[src/hdl/ata_timing_consts.svh]
// Register offsets, field positions, reset values and timing codes of the drive port
`ifndef ATA_TIMING_CONSTS_SVH
`define ATA_TIMING_CONSTS_SVH
`define OFS_DRIVE_ACCESS_TIMING 8'hdf
`define OFS_DATA_EDGE_RATE_CTRL 8'he5
`define OFS_STROBE_EDGE_RATE_CTRL 8'he6
`define RST_REG8 8'h00
`define BIT_FAST_SEL 0
`define BIT_RDY_EN 1
`define BIT_PREFETCH 2
`define BIT_DMA_ONLY 3
`define FLD_RECOV_LO 4
`define FLD_DELAY_LO 6
`define STROBE_RW_MASK 8'h03
`define RST_STROBE_RATE 2'h0
`define FLD_STROBE_LO 0
`define FLD_NIB0_LO 0
`define FLD_NIB1_LO 2
`define FLD_NIB2_LO 4
`define FLD_NIB3_LO 6
`define DELAY_BASE 3'h5
`define RECOV_BASE 3'h4
`define COMPAT8_ACTIVE 3'h6
`define COMPAT8_RECOV 3'h6
`define COMPAT16_ACTIVE 3'h5
`define COMPAT16_RECOV 3'h4
`endif

[src/hdl/ata_timing_pkg.sv]
// Types shared by the drive port timing configuration block
package ata_timing_pkg;
  typedef enum logic [1:0] {TIM_COMPAT8, TIM_COMPAT16, TIM_FAST} timing_class_t;
  typedef enum {ST_IDLE, ST_ACTIVE, ST_RECOVER} cyc_state_t;
endpackage : ata_timing_pkg

[src/hdl/ata_cycle_if.sv]
// Interface between the register bank and the strobe sequencer
`timescale 1ns/10ps
`default_nettype none
interface ata_cycle_if;
  import ata_timing_pkg::*;
  logic start;
  logic is_data_port;
  logic is_dma;
  logic [1:0] delay_code;
  logic [1:0] recov_code;
  logic rdy_en;
  logic fast_sel;
  logic dma_only;
  logic drive_ready;
  logic strobe;
  logic busy;
  logic done;
  logic [1:0] klass;
  modport bank (output start, is_data_port, is_dma, delay_code, recov_code, rdy_en, fast_sel,
    dma_only, drive_ready, input strobe, busy, done, klass);
  modport seq (input start, is_data_port, is_dma, delay_code, recov_code, rdy_en, fast_sel,
    dma_only, drive_ready, output strobe, busy, done, klass);
endinterface : ata_cycle_if
`default_nettype wire

[src/hdl/ata_strobe_seq.sv]
// Strobe sequencer: active width, ready sampling and recovery per access
`timescale 1ns/10ps
`default_nettype none
`include "ata_timing_consts.svh"
module ata_strobe_seq
  import ata_timing_pkg::*;
(
  input wire logic clk,
  input wire logic rst_b,
  ata_cycle_if.seq cyc
);
  typedef struct packed {
    cyc_state_t st;
    logic [2:0] cnt;
    logic [2:0] recov;
    logic [1:0] klass;
  } seq_state_t;
  seq_state_t q_r, q_nxt;
  logic rdy_int;
  timing_class_t cls;

  // Forced ready when sampling is off real line otherwise
  assign rdy_int = cyc.rdy_en ? cyc.drive_ready : 1'b1;

  // Class of the access
  always_comb begin
    if (!cyc.is_data_port) begin
      cls = TIM_COMPAT8;
    end else if (!cyc.fast_sel) begin
      cls = TIM_COMPAT16;
    end else if (cyc.is_dma || !cyc.dma_only) begin
      cls = TIM_FAST;
    end else begin
      cls = TIM_COMPAT16;
    end
  end

  // Next state
  always_comb begin
    q_nxt = q_r;
    unique case (q_r.st)
      ST_IDLE: begin
        if (cyc.start) begin
          q_nxt.st = ST_ACTIVE;
          q_nxt.klass = cls;
          unique case (cls)
            TIM_FAST: begin
              q_nxt.cnt = `DELAY_BASE - {1'b0, cyc.delay_code};
              q_nxt.recov = `RECOV_BASE - {1'b0, cyc.recov_code};
            end
            TIM_COMPAT16: begin
              q_nxt.cnt = `COMPAT16_ACTIVE;
              q_nxt.recov = `COMPAT16_RECOV;
            end
            default: begin
              q_nxt.cnt = `COMPAT8_ACTIVE;
              q_nxt.recov = `COMPAT8_RECOV;
            end
          endcase
        end
      end
      ST_ACTIVE: begin
        if (q_r.cnt > 3'h1) begin
          q_nxt.cnt = q_r.cnt - 3'h1;
        end else if (rdy_int) begin // Stretch while drive not ready
          q_nxt.st = ST_RECOVER;
          q_nxt.cnt = q_r.recov;
        end
      end
      ST_RECOVER: begin
        if (q_r.cnt > 3'h1) begin
          q_nxt.cnt = q_r.cnt - 3'h1;
        end else begin
          q_nxt.st = ST_IDLE;
        end
      end
    endcase
  end

  // State register
  always_ff @(posedge clk) begin
    if (!rst_b) begin
      q_r <= '{st: ST_IDLE, cnt: 3'h0, recov: 3'h0, klass: 2'h0};
    end else begin
      q_r <= q_nxt;
    end
  end

  assign cyc.strobe = (q_r.st == ST_ACTIVE);
  assign cyc.busy = (q_r.st != ST_IDLE);
  assign cyc.done = (q_r.st == ST_RECOVER) && (q_nxt.st == ST_IDLE);
  assign cyc.klass = q_r.klass;
endmodule : ata_strobe_seq
`default_nettype wire

[src/hdl/ata_port_timing_cfg.sv]
// Drive port timing and pad edge-rate register bank
//
// Chosen here: the plain strobed port.
`timescale 1ns/10ps
`default_nettype none
`include "ata_timing_consts.svh"
module ata_port_timing_cfg
  import ata_timing_pkg::*;
(
  input wire logic CLOCK,
  input wire logic RST_B,
  input wire logic [7:0] ADDR,
  input wire logic [7:0] WDATA,
  input wire logic WR,
  input wire logic RD,
  output logic [7:0] RDATA,
  input wire logic ACC_REQ,
  input wire logic ACC_DATA_PORT,
  input wire logic ACC_DMA,
  input wire logic ACC_WRITE,
  output logic ACC_BUSY,
  output logic ACC_DONE,
  output logic DRIVE_STROBE_B,
  output logic [1:0] TIMING_CLASS,
  output logic PREFETCH_ACTIVE,
  output logic POST_ACTIVE,
  input wire logic DRIVE_READY_LINE,
  output logic [1:0] NIBBLE3_EDGE_RATE,
  output logic [1:0] NIBBLE2_EDGE_RATE,
  output logic [1:0] NIBBLE1_EDGE_RATE,
  output logic [1:0] NIBBLE0_EDGE_RATE,
  output logic [1:0] STROBE_EDGE_RATE
);
  typedef struct packed {
    logic [7:0] timing;
    logic [7:0] data_rate;
    logic [1:0] strobe_rate;
    logic [7:0] rdata;
    logic [2:0] rdy_sync;
    logic rdy_filt;
  } bank_state_t;
  bank_state_t s_r, s_nxt;
  ata_cycle_if cyc ();

  // Register select helper used for writes and reads
  function automatic logic hit(input logic [7:0] a, input logic [7:0] ofs);
    hit = (a == ofs);
  endfunction : hit

  // Register writes, read capture and ready pin synchroniser
  always_comb begin
    s_nxt = s_r;
    s_nxt.rdy_sync = {s_r.rdy_sync[1:0], DRIVE_READY_LINE};
    // Ready changes only once sync stages two and three agree
    if (s_r.rdy_sync[1] == s_r.rdy_sync[2]) begin
      s_nxt.rdy_filt = s_r.rdy_sync[2];
    end
    if (WR && hit(ADDR, `OFS_DRIVE_ACCESS_TIMING)) begin
      s_nxt.timing = WDATA;
    end
    if (WR && hit(ADDR, `OFS_DATA_EDGE_RATE_CTRL)) begin
      s_nxt.data_rate = WDATA;
    end
    if (WR && hit(ADDR, `OFS_STROBE_EDGE_RATE_CTRL)) begin
      s_nxt.strobe_rate = WDATA[`FLD_STROBE_LO +: 2];
    end
    s_nxt.rdata = 8'h00;
    if (RD) begin
      if (hit(ADDR, `OFS_DRIVE_ACCESS_TIMING)) begin
        s_nxt.rdata = s_r.timing;
      end else if (hit(ADDR, `OFS_DATA_EDGE_RATE_CTRL)) begin
        s_nxt.rdata = s_r.data_rate;
      end else if (hit(ADDR, `OFS_STROBE_EDGE_RATE_CTRL)) begin
        s_nxt.rdata = {6'h00, s_r.strobe_rate} & `STROBE_RW_MASK;
      end
    end
  end

  // State register
  always_ff @(posedge CLOCK) begin
    if (!RST_B) begin
      s_r <= '{timing: `RST_REG8, data_rate: `RST_REG8, strobe_rate: `RST_STROBE_RATE,
               rdata: `RST_REG8, rdy_sync: 3'h0, rdy_filt: 1'b0};
    end else begin
      s_r <= s_nxt;
    end
  end

  // Field fan-out to the sequencer
  assign cyc.start = ACC_REQ;
  assign cyc.is_data_port = ACC_DATA_PORT;
  assign cyc.is_dma = ACC_DMA;
  assign cyc.delay_code = s_r.timing[`FLD_DELAY_LO +: 2];
  assign cyc.recov_code = s_r.timing[`FLD_RECOV_LO +: 2];
  assign cyc.rdy_en = s_r.timing[`BIT_RDY_EN];
  assign cyc.fast_sel = s_r.timing[`BIT_FAST_SEL];
  assign cyc.dma_only = s_r.timing[`BIT_DMA_ONLY];
  assign cyc.drive_ready = s_r.rdy_filt;

  ata_strobe_seq u_seq (
    .clk(CLOCK),
    .rst_b(RST_B),
    .cyc(cyc)
  );

  // Prefetch for reads and posting for writes on data port only
  assign PREFETCH_ACTIVE = s_r.timing[`BIT_PREFETCH] && ACC_DATA_PORT && !ACC_WRITE;
  assign POST_ACTIVE = s_r.timing[`BIT_PREFETCH] && ACC_DATA_PORT && ACC_WRITE;

  // Pad controls, 11 fastest and 00 slowest
  assign NIBBLE3_EDGE_RATE = s_r.data_rate[`FLD_NIB3_LO +: 2];
  assign NIBBLE2_EDGE_RATE = s_r.data_rate[`FLD_NIB2_LO +: 2];
  assign NIBBLE1_EDGE_RATE = s_r.data_rate[`FLD_NIB1_LO +: 2];
  assign NIBBLE0_EDGE_RATE = s_r.data_rate[`FLD_NIB0_LO +: 2];
  assign STROBE_EDGE_RATE = s_r.strobe_rate;

  assign RDATA = s_r.rdata;
  assign ACC_BUSY = cyc.busy;
  assign ACC_DONE = cyc.done;
  assign DRIVE_STROBE_B = ~cyc.strobe;
  assign TIMING_CLASS = cyc.klass;
endmodule : ata_port_timing_cfg
`default_nettype wire

[config.mk]
export PLATFORM = sky130hd
export DESIGN_NAME = ata_port_timing_cfg
export DESIGN_NICKNAME = d
export VERILOG_FILES = /design/src/hdl/ata_timing_pkg.sv /design/src/hdl/ata_cycle_if.sv /design/src/hdl/ata_strobe_seq.sv /design/src/hdl/ata_port_timing_cfg.sv
export VERILOG_INCLUDE_DIRS = /design/src /design/src/hdl
export SDC_FILE = /design/constraint.sdc
export NUM_CORES = 1
export LEC_CHECK = 0
export ABC_AREA = 1
export BUFFER_PORTS_ARGS = -buffer_cell sky130_fd_sc_hd__buf_2
export CORE_UTILIZATION = 23
export DETAILED_ROUTE_END_ITERATION = 16
export SYNTH_ARGS = -nofsm -noshare
export SYNTH_HDL_FRONTEND = slang
export SYNTH_HIERARCHICAL = 1
export SYNTH_SLANG_ARGS = --single-unit
export TNS_END_PERCENT = 30
[constraint.sdc]
create_clock -name CLOCK -period 1.6 [get_ports CLOCK]
set_clock_uncertainty 0.1 [all_clocks]
set_input_delay 0.32 -clock CLOCK [delete_from_list [all_inputs] [get_ports CLOCK]]
set_output_delay 0.32 -clock CLOCK [all_outputs]
set_load 0.01 [all_outputs]
==> qor.yml, run 1 <==
status:
  violations: "design-rule violations, negative setup slack"
  status: "finished, violations left"
floorplan:
  die_h_um: 124.8
  core_mm2: 0.01464
  start_util: 0.2367
  die_w_um: 124.8
  die_area_mm2: 0.01556
  io_pins: 50
  num_rows: 44
synth:
  synth_area_leader_cell: "dfxtp_1"
  synthTopCellsByArea: "dfxtp_1, nand2_1, nor2_1"
  synthTopCellsByCount: "nand2_1, nor2_1, dfxtp_1, inv_1, nand3_1"
  ys_ff_latch: 70
  synth-warning-count: 6
  syn-cell-area_mm2: 0.003466
  synth_cell_type_count: 35
  synth_edf_count: 0
  synth_flop_cell: "dfxtp_1"
  netlist.area_leader.share: 0.4043
  synthesis.nets: 533
  async_flop_share: 0
  syn_avg_cell_area_um2: 6.890
  synth_seq_area_share: 0.4043
  synth_most_common_cell: "nand2_1"
  synthCells: 503
global_routing:
  grt_first_pass_wirelength_um: 14700
  grt_pass1_vias: 3121
  antenna_found_initial: 0
  gr-total-overflow: 0
  track_usage: 0.1186
  grt_max_degree: 33
clock_network:
  clock-sinks: 70
  clk_pin_slew_worst_paths_ns: 0.05
  cts_root_buffer: "clkbuf_16"
  clockBufferDepth: 2
  h-tree-depth: 3
  ctsHoldBuffers: 0
  cts_tree: "built"
  numCtsBuffers: 9
  clkLatencyLatePin_ns: 0.33
worst_setup_path:
  cpLargestDelayFamily: "simple AND/OR/NAND/NOR gates"
  required_ns: 1.18
  reg2reg_to: "u_seq/q_r[3]"
  crit_top_cell: "nor2_2"
  reg2reg_from: "u_seq/q_r[24]"
  path_max_fanout: 2
  rrSetupSlack_ns: -0.49
  path_buf_inv: 1
  end_kind: "output port"
  worstPathArrival_ns: 1.96
  worstRegToRegCells: 13
  crit_path_start_kind: "flip-flop"
  crit_end: "ACC_DONE"
  cp_slowest_cell: "dfxtp_2"
  worst-path-stages: 12
  crit_type: "flip-flop to output port"
  path_cells: "nor2_2 -> nand2_2 -> nor2_4 -> nand2_4 -> a21oi_4 -> nor2_2 -> nor2_2 -> nand2_1 -> nor2_1 -> nand3_1 -> nor2_2 -> buf_2"
  crit_start: "u_seq/q_r[22]"
  crit_path_max_incr_delay_ns: 0.32
routing:
  vias: 3210
  vias_per_cell: 4.074
  post_drt_wl_per_cell_um: 10.82
  first_iter_violations: 136
  drc: 2
  firstDrtPassIters: 10
  wl_um: 8525
  ant_nets: 0
timing:
  period_minus_slack_ns: 2.377
  rsz0062_at_grt: "true"
  hold_viol: 0
  drv_slew: 0
  slew_headroom: 0.7182
  final-setup-viol-count: 12
  fin_ws_ns: -0.7766
  setup_tns_ns: -5.387
  fin_crit_sh: 1.485
  hold_ws_ns: 0.06531
  fmax_mhz: 420.8
  worstMarginPinSlew_ns: 0.4172
power:
  clockPowerShare: 0.407
  leakage_nw: 2.256
  p_sw_frac: 0.2657
  netSwitchingPower_mw: 1.197
  p_seq_frac: 0.404
  ir_worst_vdd_uv: 536.6
  power_frac_comb: 0.188
  cellPowerDensity_mw_per_mm2: 960.2
  intPower_mw: 3.307
hold_path:
  hold_path.class: "input pin to flip-flop"
layout:
  final_cell_area_mm2: 0.004691
  drive_gt1_frac: 0.3394
  syn_to_final_growth_pct: 35.34
  nNetsFinal: 630
  diodes: 0
placed_design:
  port_buffers: 49
  place_congestion: 0.8490
  place_area_mm2: 0.004177
  dp.final_hpwl_um: 6380
flow_run:
  drv_cap: 0
-- registers in the layout, indices dropped and copies added (netlist names) --
name and flops:
cyc.fast_sel 1, NIBBLE0_EDGE_RATE 2, cyc.delay_code 2, s_nxt 2, cyc.drive_ready 1, s_r 2, NIBBLE2_EDGE_RATE 2, cyc.rdy_en 1
NIBBLE1_EDGE_RATE 2, cyc.recov_code 2, NIBBLE3_EDGE_RATE 2, STROBE_EDGE_RATE 2, u_seq/cyc.klass 2, u_seq/q_r 38, cyc.dma_only 1, RDATA 8
-- metrics by stage --
step / power, mW / utilization / worst slack [ns] / cells
floorplan: 2.278 / - / -0.1926 / 503
global placement: 2.574 / 0.2852 / -0.5028 / 762
detailed placement: 2.572 / 0.2852 / -0.4828 / 762
CTS: 4.467 / 0.3105 / -0.7592 / 784
global route: 4.738 / 0.3203 / -0.9298 / 788
finish: 4.504 / 0.3203 / -0.7766 / 788
-- power groups by stage --
stage               combinational, mW  sequential (mW)  clock, mW
global placement                0.721             1.85          0
global route                    0.948             1.83       1.96
finish                          0.849             1.82       1.83
CTS                             0.773             1.82       1.88
floorplan                       0.431             1.85          0
detailed placement              0.719             1.85          0
-- cell families after synthesis --
logic type,Yosys count,synth area share
fa+ha+maj,5,0.01805
buf+inv,104,0.1415
xor+xnor,1,0.002528
simple gates,287,0.3690
flops,70,0.4043
compound gates,36,0.06463
-- repair_timing --
item	CTS	global route
buffers inserted	7	4
resized for setup	14	33
pin swaps	14	23
setup endpoints to repair	11	13
-- tightest hold or removal path, delay by kind of cell --
family	cells	cell delay, ns
AND/OR/NAND/NOR	1	0.04
buffers and inverters	2	0.11
-- per-layer routing --
layer	routed length, µm	share of wire	up-vias	GRT usage
li1	-	-	1724	-
met1	4212	0.49	1419	0.1503
met2	3843	0.45	59	0.1930
met4	107	0.013	0	0.03268
met3	362	0.042	8	0.03694
met5	0	0	-	0
-- cell type report --
class,count,area (µm²)
clock inverters,4,22.52
inverters,71,266.5
flip-flops and latches,70,1414
multi-input cells,329,1712
well taps,184,230.2
clock buffers,11,252.7
fillers,1609,9953
repair buffers,119,793.3
-- layout by cell type, fill, tap and decap left out, types with 2 or more instances in the layout --
cell type	count
clkbuf_8	2
buf_4	68
nor2_4	12
nor2_2	15
nand2_1	111
clkinv_2	3
dfxtp_1	60
nor2_1	78
clkbuf_16	9
inv_1	62
nand2_4	3
nand2_2	10
buf_2	48
nand4_1	8
a21oi_1	17
ha_1	4
nand3_2	3
nand3_1	23
o21ai_1	4
dfxtp_2	10
inv_2	9
nor3_1	18
buf_6	2
o21bai_1	5
o21ai_0	3
-- worst min-delay path by stage --
stage	to	cells after the start	from
after floorplan	s_nxt[3]	2	s_nxt[2]
after global placement	s_nxt[3]	2	s_nxt[2]
after detailed placement	s_nxt[3]	2	s_nxt[2]
after CTS	s_nxt[2]	3	DRIVE_READY_LINE
after global routing	s_nxt[2]	3	DRIVE_READY_LINE
final	s_nxt[2]	3	DRIVE_READY_LINE
Note: power is estimated with default switching activity, not from simulation.
==> run 2: changes to the inputs <==
--- a/config.mk
+++ b/config.mk
@@ -10,6 +10,7 @@
 export BUFFER_PORTS_ARGS = -buffer_cell sky130_fd_sc_hd__buf_2
 export CORE_UTILIZATION = 23
 export DETAILED_ROUTE_END_ITERATION = 16
+export SKIP_CTS_REPAIR_TIMING = 1
 export SYNTH_ARGS = -nofsm -noshare
 export SYNTH_HDL_FRONTEND = slang
 export SYNTH_HIERARCHICAL = 1
==> run 2 against run 1 <==
The run still ends with design-rule violations, negative setup slack left. Flip-flop and latch count is the same. Routed wire length shrank 0.38%. Sequential share of layout area is 0.47 points higher. Global-route usage fell by 0.18 points. Cell area decreased by 1.8%.
==> qor.yml, run 2 (synthesis results as in run 1) <==
status:
  status: "finished, violations left"
  violations: "design-rule violations, negative setup slack"
power:
  p_sw_frac: 0.2654  # -0.0003252
  netSwitchingPower_mw: 1.184  # -1.1%
  cellPowerDensity_mw_per_mm2: 968.2  # +0.83%
  leakage_nw: 2.214  # -1.9%
  power_frac_comb: 0.179  # -0.009
  intPower_mw: 3.277  # -0.93%
  p_seq_frac: 0.408  # +0.004
  ir_worst_vdd_uv: 537.9  # +0.24%
  clockPowerShare: 0.412  # +0.005
clock_network:
  h-tree-depth: 3  # unchanged
  clockBufferDepth: 2  # unchanged
  numCtsBuffers: 9  # unchanged
  clk_pin_slew_worst_paths_ns: 0.05  # about the same
  cts_root_buffer: "clkbuf_16"
  cts_tree: "built"
  clock-sinks: 70  # unchanged
  clkLatencyLatePin_ns: 0.33  # about the same
timing:
  fmax_mhz: 424.2  # +0.82%
  rsz0062_at_grt: "true"
  fin_crit_sh: 1.473  # -0.01210
  final-setup-viol-count: 12  # unchanged
  slew_headroom: 0.7281  # +0.009828
  setup_tns_ns: -3.927  # +1.460 ns
  hold_viol: 0  # unchanged
  period_minus_slack_ns: 2.357  # -0.01937 ns
  drv_slew: 0  # unchanged
  worstMarginPinSlew_ns: 0.4026  # -0.01455 ns
  fin_ws_ns: -0.7572  # +0.01937 ns
layout:
  syn_to_final_growth_pct: 32.92
  layout_common_cells: "nand2_1, nor2_1, dfxtp_1, inv_1, buf_4"
  drive_gt1_frac: 0.3211  # -0.01833
  largest_register_ff_count: 38  # unchanged
  seq_area_mm2: 0.001410  # -0.27%
  final_cell_area_mm2: 0.004607  # -1.8%
  diodes: 0  # unchanged
  layout_commonest_cell: "nand2_1"
  top_register: "u_seq/q_r"
  fillers: 1626  # +1.1%
  nNetsFinal: 624  # -0.95%
  multi_input_area_mm2: 0.001687  # -1.5%
routing:
  vias: 3192  # -0.56%
  wl_um: 8493  # -0.38%
  ant_nets: 0  # unchanged
  first_iter_violations: 153  # +13%
  drc: 2  # unchanged
  firstDrtPassIters: 10  # unchanged
  post_drt_wl_per_cell_um: 10.86  # +0.39%
  vias_per_cell: 4.082  # +0.20%
flow_run:
  drv_cap: 0  # unchanged
global_routing:
  grt_max_degree: 33  # unchanged
  grt_first_pass_wirelength_um: 14450  # -1.7%
  antenna_found_initial: 0  # unchanged
  grt_pass1_vias: 3052  # -2.2%
  gr-total-overflow: 0  # unchanged
  track_usage: 0.1169  # -0.001756
worst_setup_path:
  worstPathArrival_ns: 1.94  # -0.02 ns
  path_cells: "nor2_4 -> nand3_2 -> nor2_2 -> nand2_2 -> a21oi_2 -> nor2_1 -> nor2_2 -> nand2_1 -> nor2_1 -> nand3_1 -> nor2_2 -> buf_2"
  path_buf_inv: 1  # unchanged
  end_kind: "output port"
  path_max_fanout: 3  # +1
  cpLargestDelayFamily: "simple AND/OR/NAND/NOR gates"
  crit_path_max_incr_delay_ns: 0.33  # about the same
  crit_type: "flip-flop to output port"
  crit_top_cell: "nor2_2"
  required_ns: 1.18  # about the same
  cp_slowest_cell: "dfxtp_2"
  crit_path_start_kind: "flip-flop"
floorplan:
  start_util: 0.2367  # unchanged
  die_w_um: 124.8  # unchanged
  num_rows: 44  # unchanged
  io_pins: 50  # unchanged
  die_area_mm2: 0.01556  # unchanged
  core_mm2: 0.01464  # unchanged
  die_h_um: 124.8  # unchanged
placed_design:
  place_congestion: 0.8490  # unchanged
  place_ws_ns: -0.4828  # unchanged
  place_area_mm2: 0.004177  # unchanged
  port_buffers: 49  # unchanged
  dp.final_hpwl_um: 6380  # unchanged
hold_path:
  hold_path.class: "input pin to flip-flop"
[run 2: path summary, 6_finish.rpt]
check	from	slack (ns)	depth (start not counted)	endpoint
max	u_seq/q_r[11]	-0.76	12	ACC_DONE
min	DRIVE_READY_LINE	0.07	3	s_nxt[2]
max reg2reg	u_seq/q_r[24]	-0.38	12	u_seq/q_r[3]
min reg2reg	s_nxt[2]	0.31	2	s_nxt[3]
[run 2: layer usage]
layer / wire length, µm / track usage
met4: 107 / 0.03268
met3: 332 / 0.03694
met5: 0 / 0
met2: 3824 / 0.1877
met1: 4229 / 0.1495
[run 2: through the flow]
step | power [mW] | cells | hold slack (ns) | utilization
6_report | 4.460 | 782 | 0.06514 | 0.3146
3_5_place_dp | 2.572 | 762 | 0.3041 | 0.2852
3_3_place_gp | 2.574 | 762 | 0.2980 | 0.2852
4_1_cts | 4.419 | 777 | 0.05668 | 0.3040
5_1_grt | 4.688 | 782 | 0.07003 | 0.3146
2_1_floorplan | 2.278 | 503 | 0.2905 | -
[run 2: area by class of cell]
class,instances,share of cell area
Timing Repair Buffer,113,0.1602
Tap cell,184,0.04997
Clock inverter,4,0.004889
Sequential cell,70,0.3061
Multi-Input combinational cell,329,0.3661
Inverter,71,0.05785
Clock buffer,11,0.05486
[run 2: worst min-delay path: stages]
cell	delay [ns]
buf_2	0.07
nand2_1	0.04
inv_1	0.04
[run 2: power groups by stage]
| stage | sequential [mW] | clock [mW] | combinational [mW] |
|---|---|---|---|
| after floorplan | 1.85 | 0 | 0.431 |
| after global placement | 1.85 | 0 | 0.721 |
| after detailed placement | 1.85 | 0 | 0.719 |
| after CTS | 1.82 | 1.88 | 0.725 |
| after global routing | 1.83 | 1.96 | 0.898 |
| final | 1.82 | 1.84 | 0.799 |
==> run 3: changes to the inputs <==
--- a/config.mk
+++ b/config.mk
@@ -10,6 +10,7 @@
 export BUFFER_PORTS_ARGS = -buffer_cell sky130_fd_sc_hd__buf_2
 export CORE_UTILIZATION = 23
 export DETAILED_ROUTE_END_ITERATION = 16
+export PLACE_DENSITY = 0.39
 export SKIP_CTS_REPAIR_TIMING = 1
 export SYNTH_ARGS = -nofsm -noshare
 export SYNTH_HDL_FRONTEND = slang
==> run 3 against run 2 <==
The flow finishes with violations (negative setup slack). Via count grew 1.8%. Total power up 12%. Fmax is 2.7% lower. Die area stayed put. Largest cell class unchanged. Highest routed layer unchanged.
==> qor.yml, run 3 (synthesis results as in run 1) <==
timing:
  fin_ws_ns: -0.8219  # -0.06467 ns
  fin_crit_sh: 1.514  # +0.04042
  period_minus_slack_ns: 2.422  # +0.06467 ns
  rsz0062_at_grt: "true"
  hold_ws_ns: 0.06404  # -0.001103 ns
  hold_viol: 0  # unchanged
  slew_headroom: 0.7399  # +0.01180
  fmax_mhz: 412.9  # -2.7%
  worstMarginPinSlew_ns: 0.3852  # -0.01747 ns
  setup_tns_ns: -3.583  # +0.3449 ns
  drv_slew: 0  # unchanged
  final-setup-viol-count: 12  # unchanged
routing:
  firstDrtPassIters: 5  # -5
  wl_um: 9000  # +6.0%
  vias_per_cell: 4.124  # +1.0%
  ant_nets: 0  # unchanged
  first_iter_violations: 102  # -33%
  drc: 0  # -2
  post_drt_wl_per_cell_um: 11.42  # +5.2%
  vias: 3250  # +1.8%
clock_network:
  clockBufferDepth: 2  # unchanged
  clock-sinks: 70  # unchanged
  cts_root_buffer: "clkbuf_16"
  cts_tree: "built"
  numCtsBuffers: 9  # unchanged
  clk_pin_slew_worst_paths_ns: 0.06  # about the same
  h-tree-depth: 3  # unchanged
  clkLatencyLatePin_ns: 0.34  # about the same
worst_setup_path:
  worstRegToRegCells: 12  # unchanged
  crit_type: "flip-flop to output port"
  path_max_fanout: 4  # +1
  reg2reg_to: "u_seq/q_r[6]"
  rrSetupSlack_ns: -0.26  # +0.12 ns
  end_kind: "output port"
  required_ns: 1.18  # about the same
  crit_path_start_kind: "flip-flop"
  reg2reg_from: "u_seq/q_r[24]"
  worstPathArrival_ns: 2.00  # +0.06 ns
global_routing:
  grt_max_degree: 33  # unchanged
  grt_first_pass_wirelength_um: 15020  # +4.0%
  track_usage: 0.1221  # +0.005244
  antenna_found_initial: 0  # unchanged
  gr-total-overflow: 0  # unchanged
  grt_pass1_vias: 3148  # +3.1%
floorplan:
  core_mm2: 0.01464  # unchanged
  die_w_um: 124.8  # unchanged
  num_rows: 44  # unchanged
  start_util: 0.2367  # unchanged
  die_area_mm2: 0.01556  # unchanged
  die_h_um: 124.8  # unchanged
  io_pins: 50  # unchanged
hold_path:
  hold_path.class: "input pin to flip-flop"
  worstHoldStart: "DRIVE_READY_LINE"
  holdPathStages: 3  # unchanged
  min_delay_worst_endpoint: "s_nxt[2]"
flow_run:
  drv_cap: 0  # unchanged
placed_design:
  place_ws_ns: -0.6407  # -0.1579 ns
  place_congestion: 0.7774  # -8.4%
  port_buffers: 49  # unchanged
  dp.final_hpwl_um: 6797  # +6.5%
layout:
  drive_gt1_frac: 0.3444  # +0.02330
  layout_common_cells: "nand2_1, nor2_1, buf_4"
  layout_commonest_cell: "nand2_1"
  largest_register_ff_count: 38  # unchanged
  syn_to_final_growth_pct: 36.61
  nNetsFinal: 629  # +0.80%
  diodes: 0  # unchanged
  top_register: "u_seq/q_r"
power:
  ir_worst_vdd_uv: 547.2  # +1.7%
  cellPowerDensity_mw_per_mm2: 1057  # +9.2%
  leakage_nw: 2.282  # +3.1%
status:
  status: "finished, violations left"
  violations: "negative setup slack"
run 3: cell types whose count changed in the layout (fill, tap and decap cells not counted), moves of 2 or more:
cell	change
dfxtp_1	-5
nand2_2	+2
nor2_1	-3
nor2_4	-3
bufinv_16	+3
buf_4	+4
clkinv_2	-3
nor2_2	+6
dfxtp_2	+5
nand2_1	-2
run 3: stage by stage:
step | util | total power [mW] | std cells | area [µm²]
finish | 0.3233 | 5.004 | 788 | 4735
global route | 0.3233 | 5.252 | 788 | 4735
CTS | 0.3107 | 4.995 | 780 | 4549
detailed placement | 0.2862 | 2.575 | 764 | 4192
global placement | 0.2862 | 2.578 | 764 | 4192
floorplan | - | 2.278 | 503 | 3470
run 3: how the worst max path moves through the flow:
| stage | startpoint | slack [ns] | depth (start not counted) | end |
|---|---|---|---|---|
| after global placement | u_seq/q_r[17] | -0.63 | 12 | ACC_DONE |
| after CTS | u_seq/q_r[17] | -1.02 | 12 | ACC_DONE |
| after floorplan | u_seq/q_r[6] | -0.19 | 12 | ACC_DONE |
| final | u_seq/q_r[27] | -0.82 | 14 | ACC_DONE |
| after global routing | u_seq/q_r[6] | -1.00 | 13 | ACC_DONE |
| after detailed placement | u_seq/q_r[17] | -0.64 | 12 | ACC_DONE |
run 3: per-layer routing:
metal  GRT usage  up-vias  wire length (µm)
met2      0.1970       56              4017
met3     0.02792        8               318
li1            -     1729                 -
met4     0.04575        0               125
met1      0.1579     1457              4539
met5           0        -                 0
run 3: area by class of cell:
cell class | count | area, µm²
Inverter | 71 | 266.5
Clock buffer | 11 | 252.7
Multi-Input combinational cell | 329 | 1684
Fill cell | 1619 | 9910
Clock inverter | 5 | 105.1
Timing Repair Buffer | 118 | 779.5
Tap cell | 184 | 230.2
Sequential cell | 70 | 1416
run 3: critical path, stage by stage (launching register included):
cell and delay [ns]:
dfxtp_2 0.33, inv_1 0.07, nand3_2 0.10, nor2_4 0.05, nand2_4 0.11, nor2_2 0.06, buf_4 0.14, nand2_1 0.06
nand2_1 0.06, nor2_2 0.16, nand2_1 0.08, nor2_1 0.11, nand3_1 0.10, nor2_2 0.11, buf_2 0.13
run 3: power by group:
| part | internal (mW) | switching, mW |
|---|---|---|
| registers | 1.79 | 0.0274 |
| clock network | 1.61 | 0.776 |
| logic | 0.371 | 0.432 |
| total | 3.77 | 1.24 |
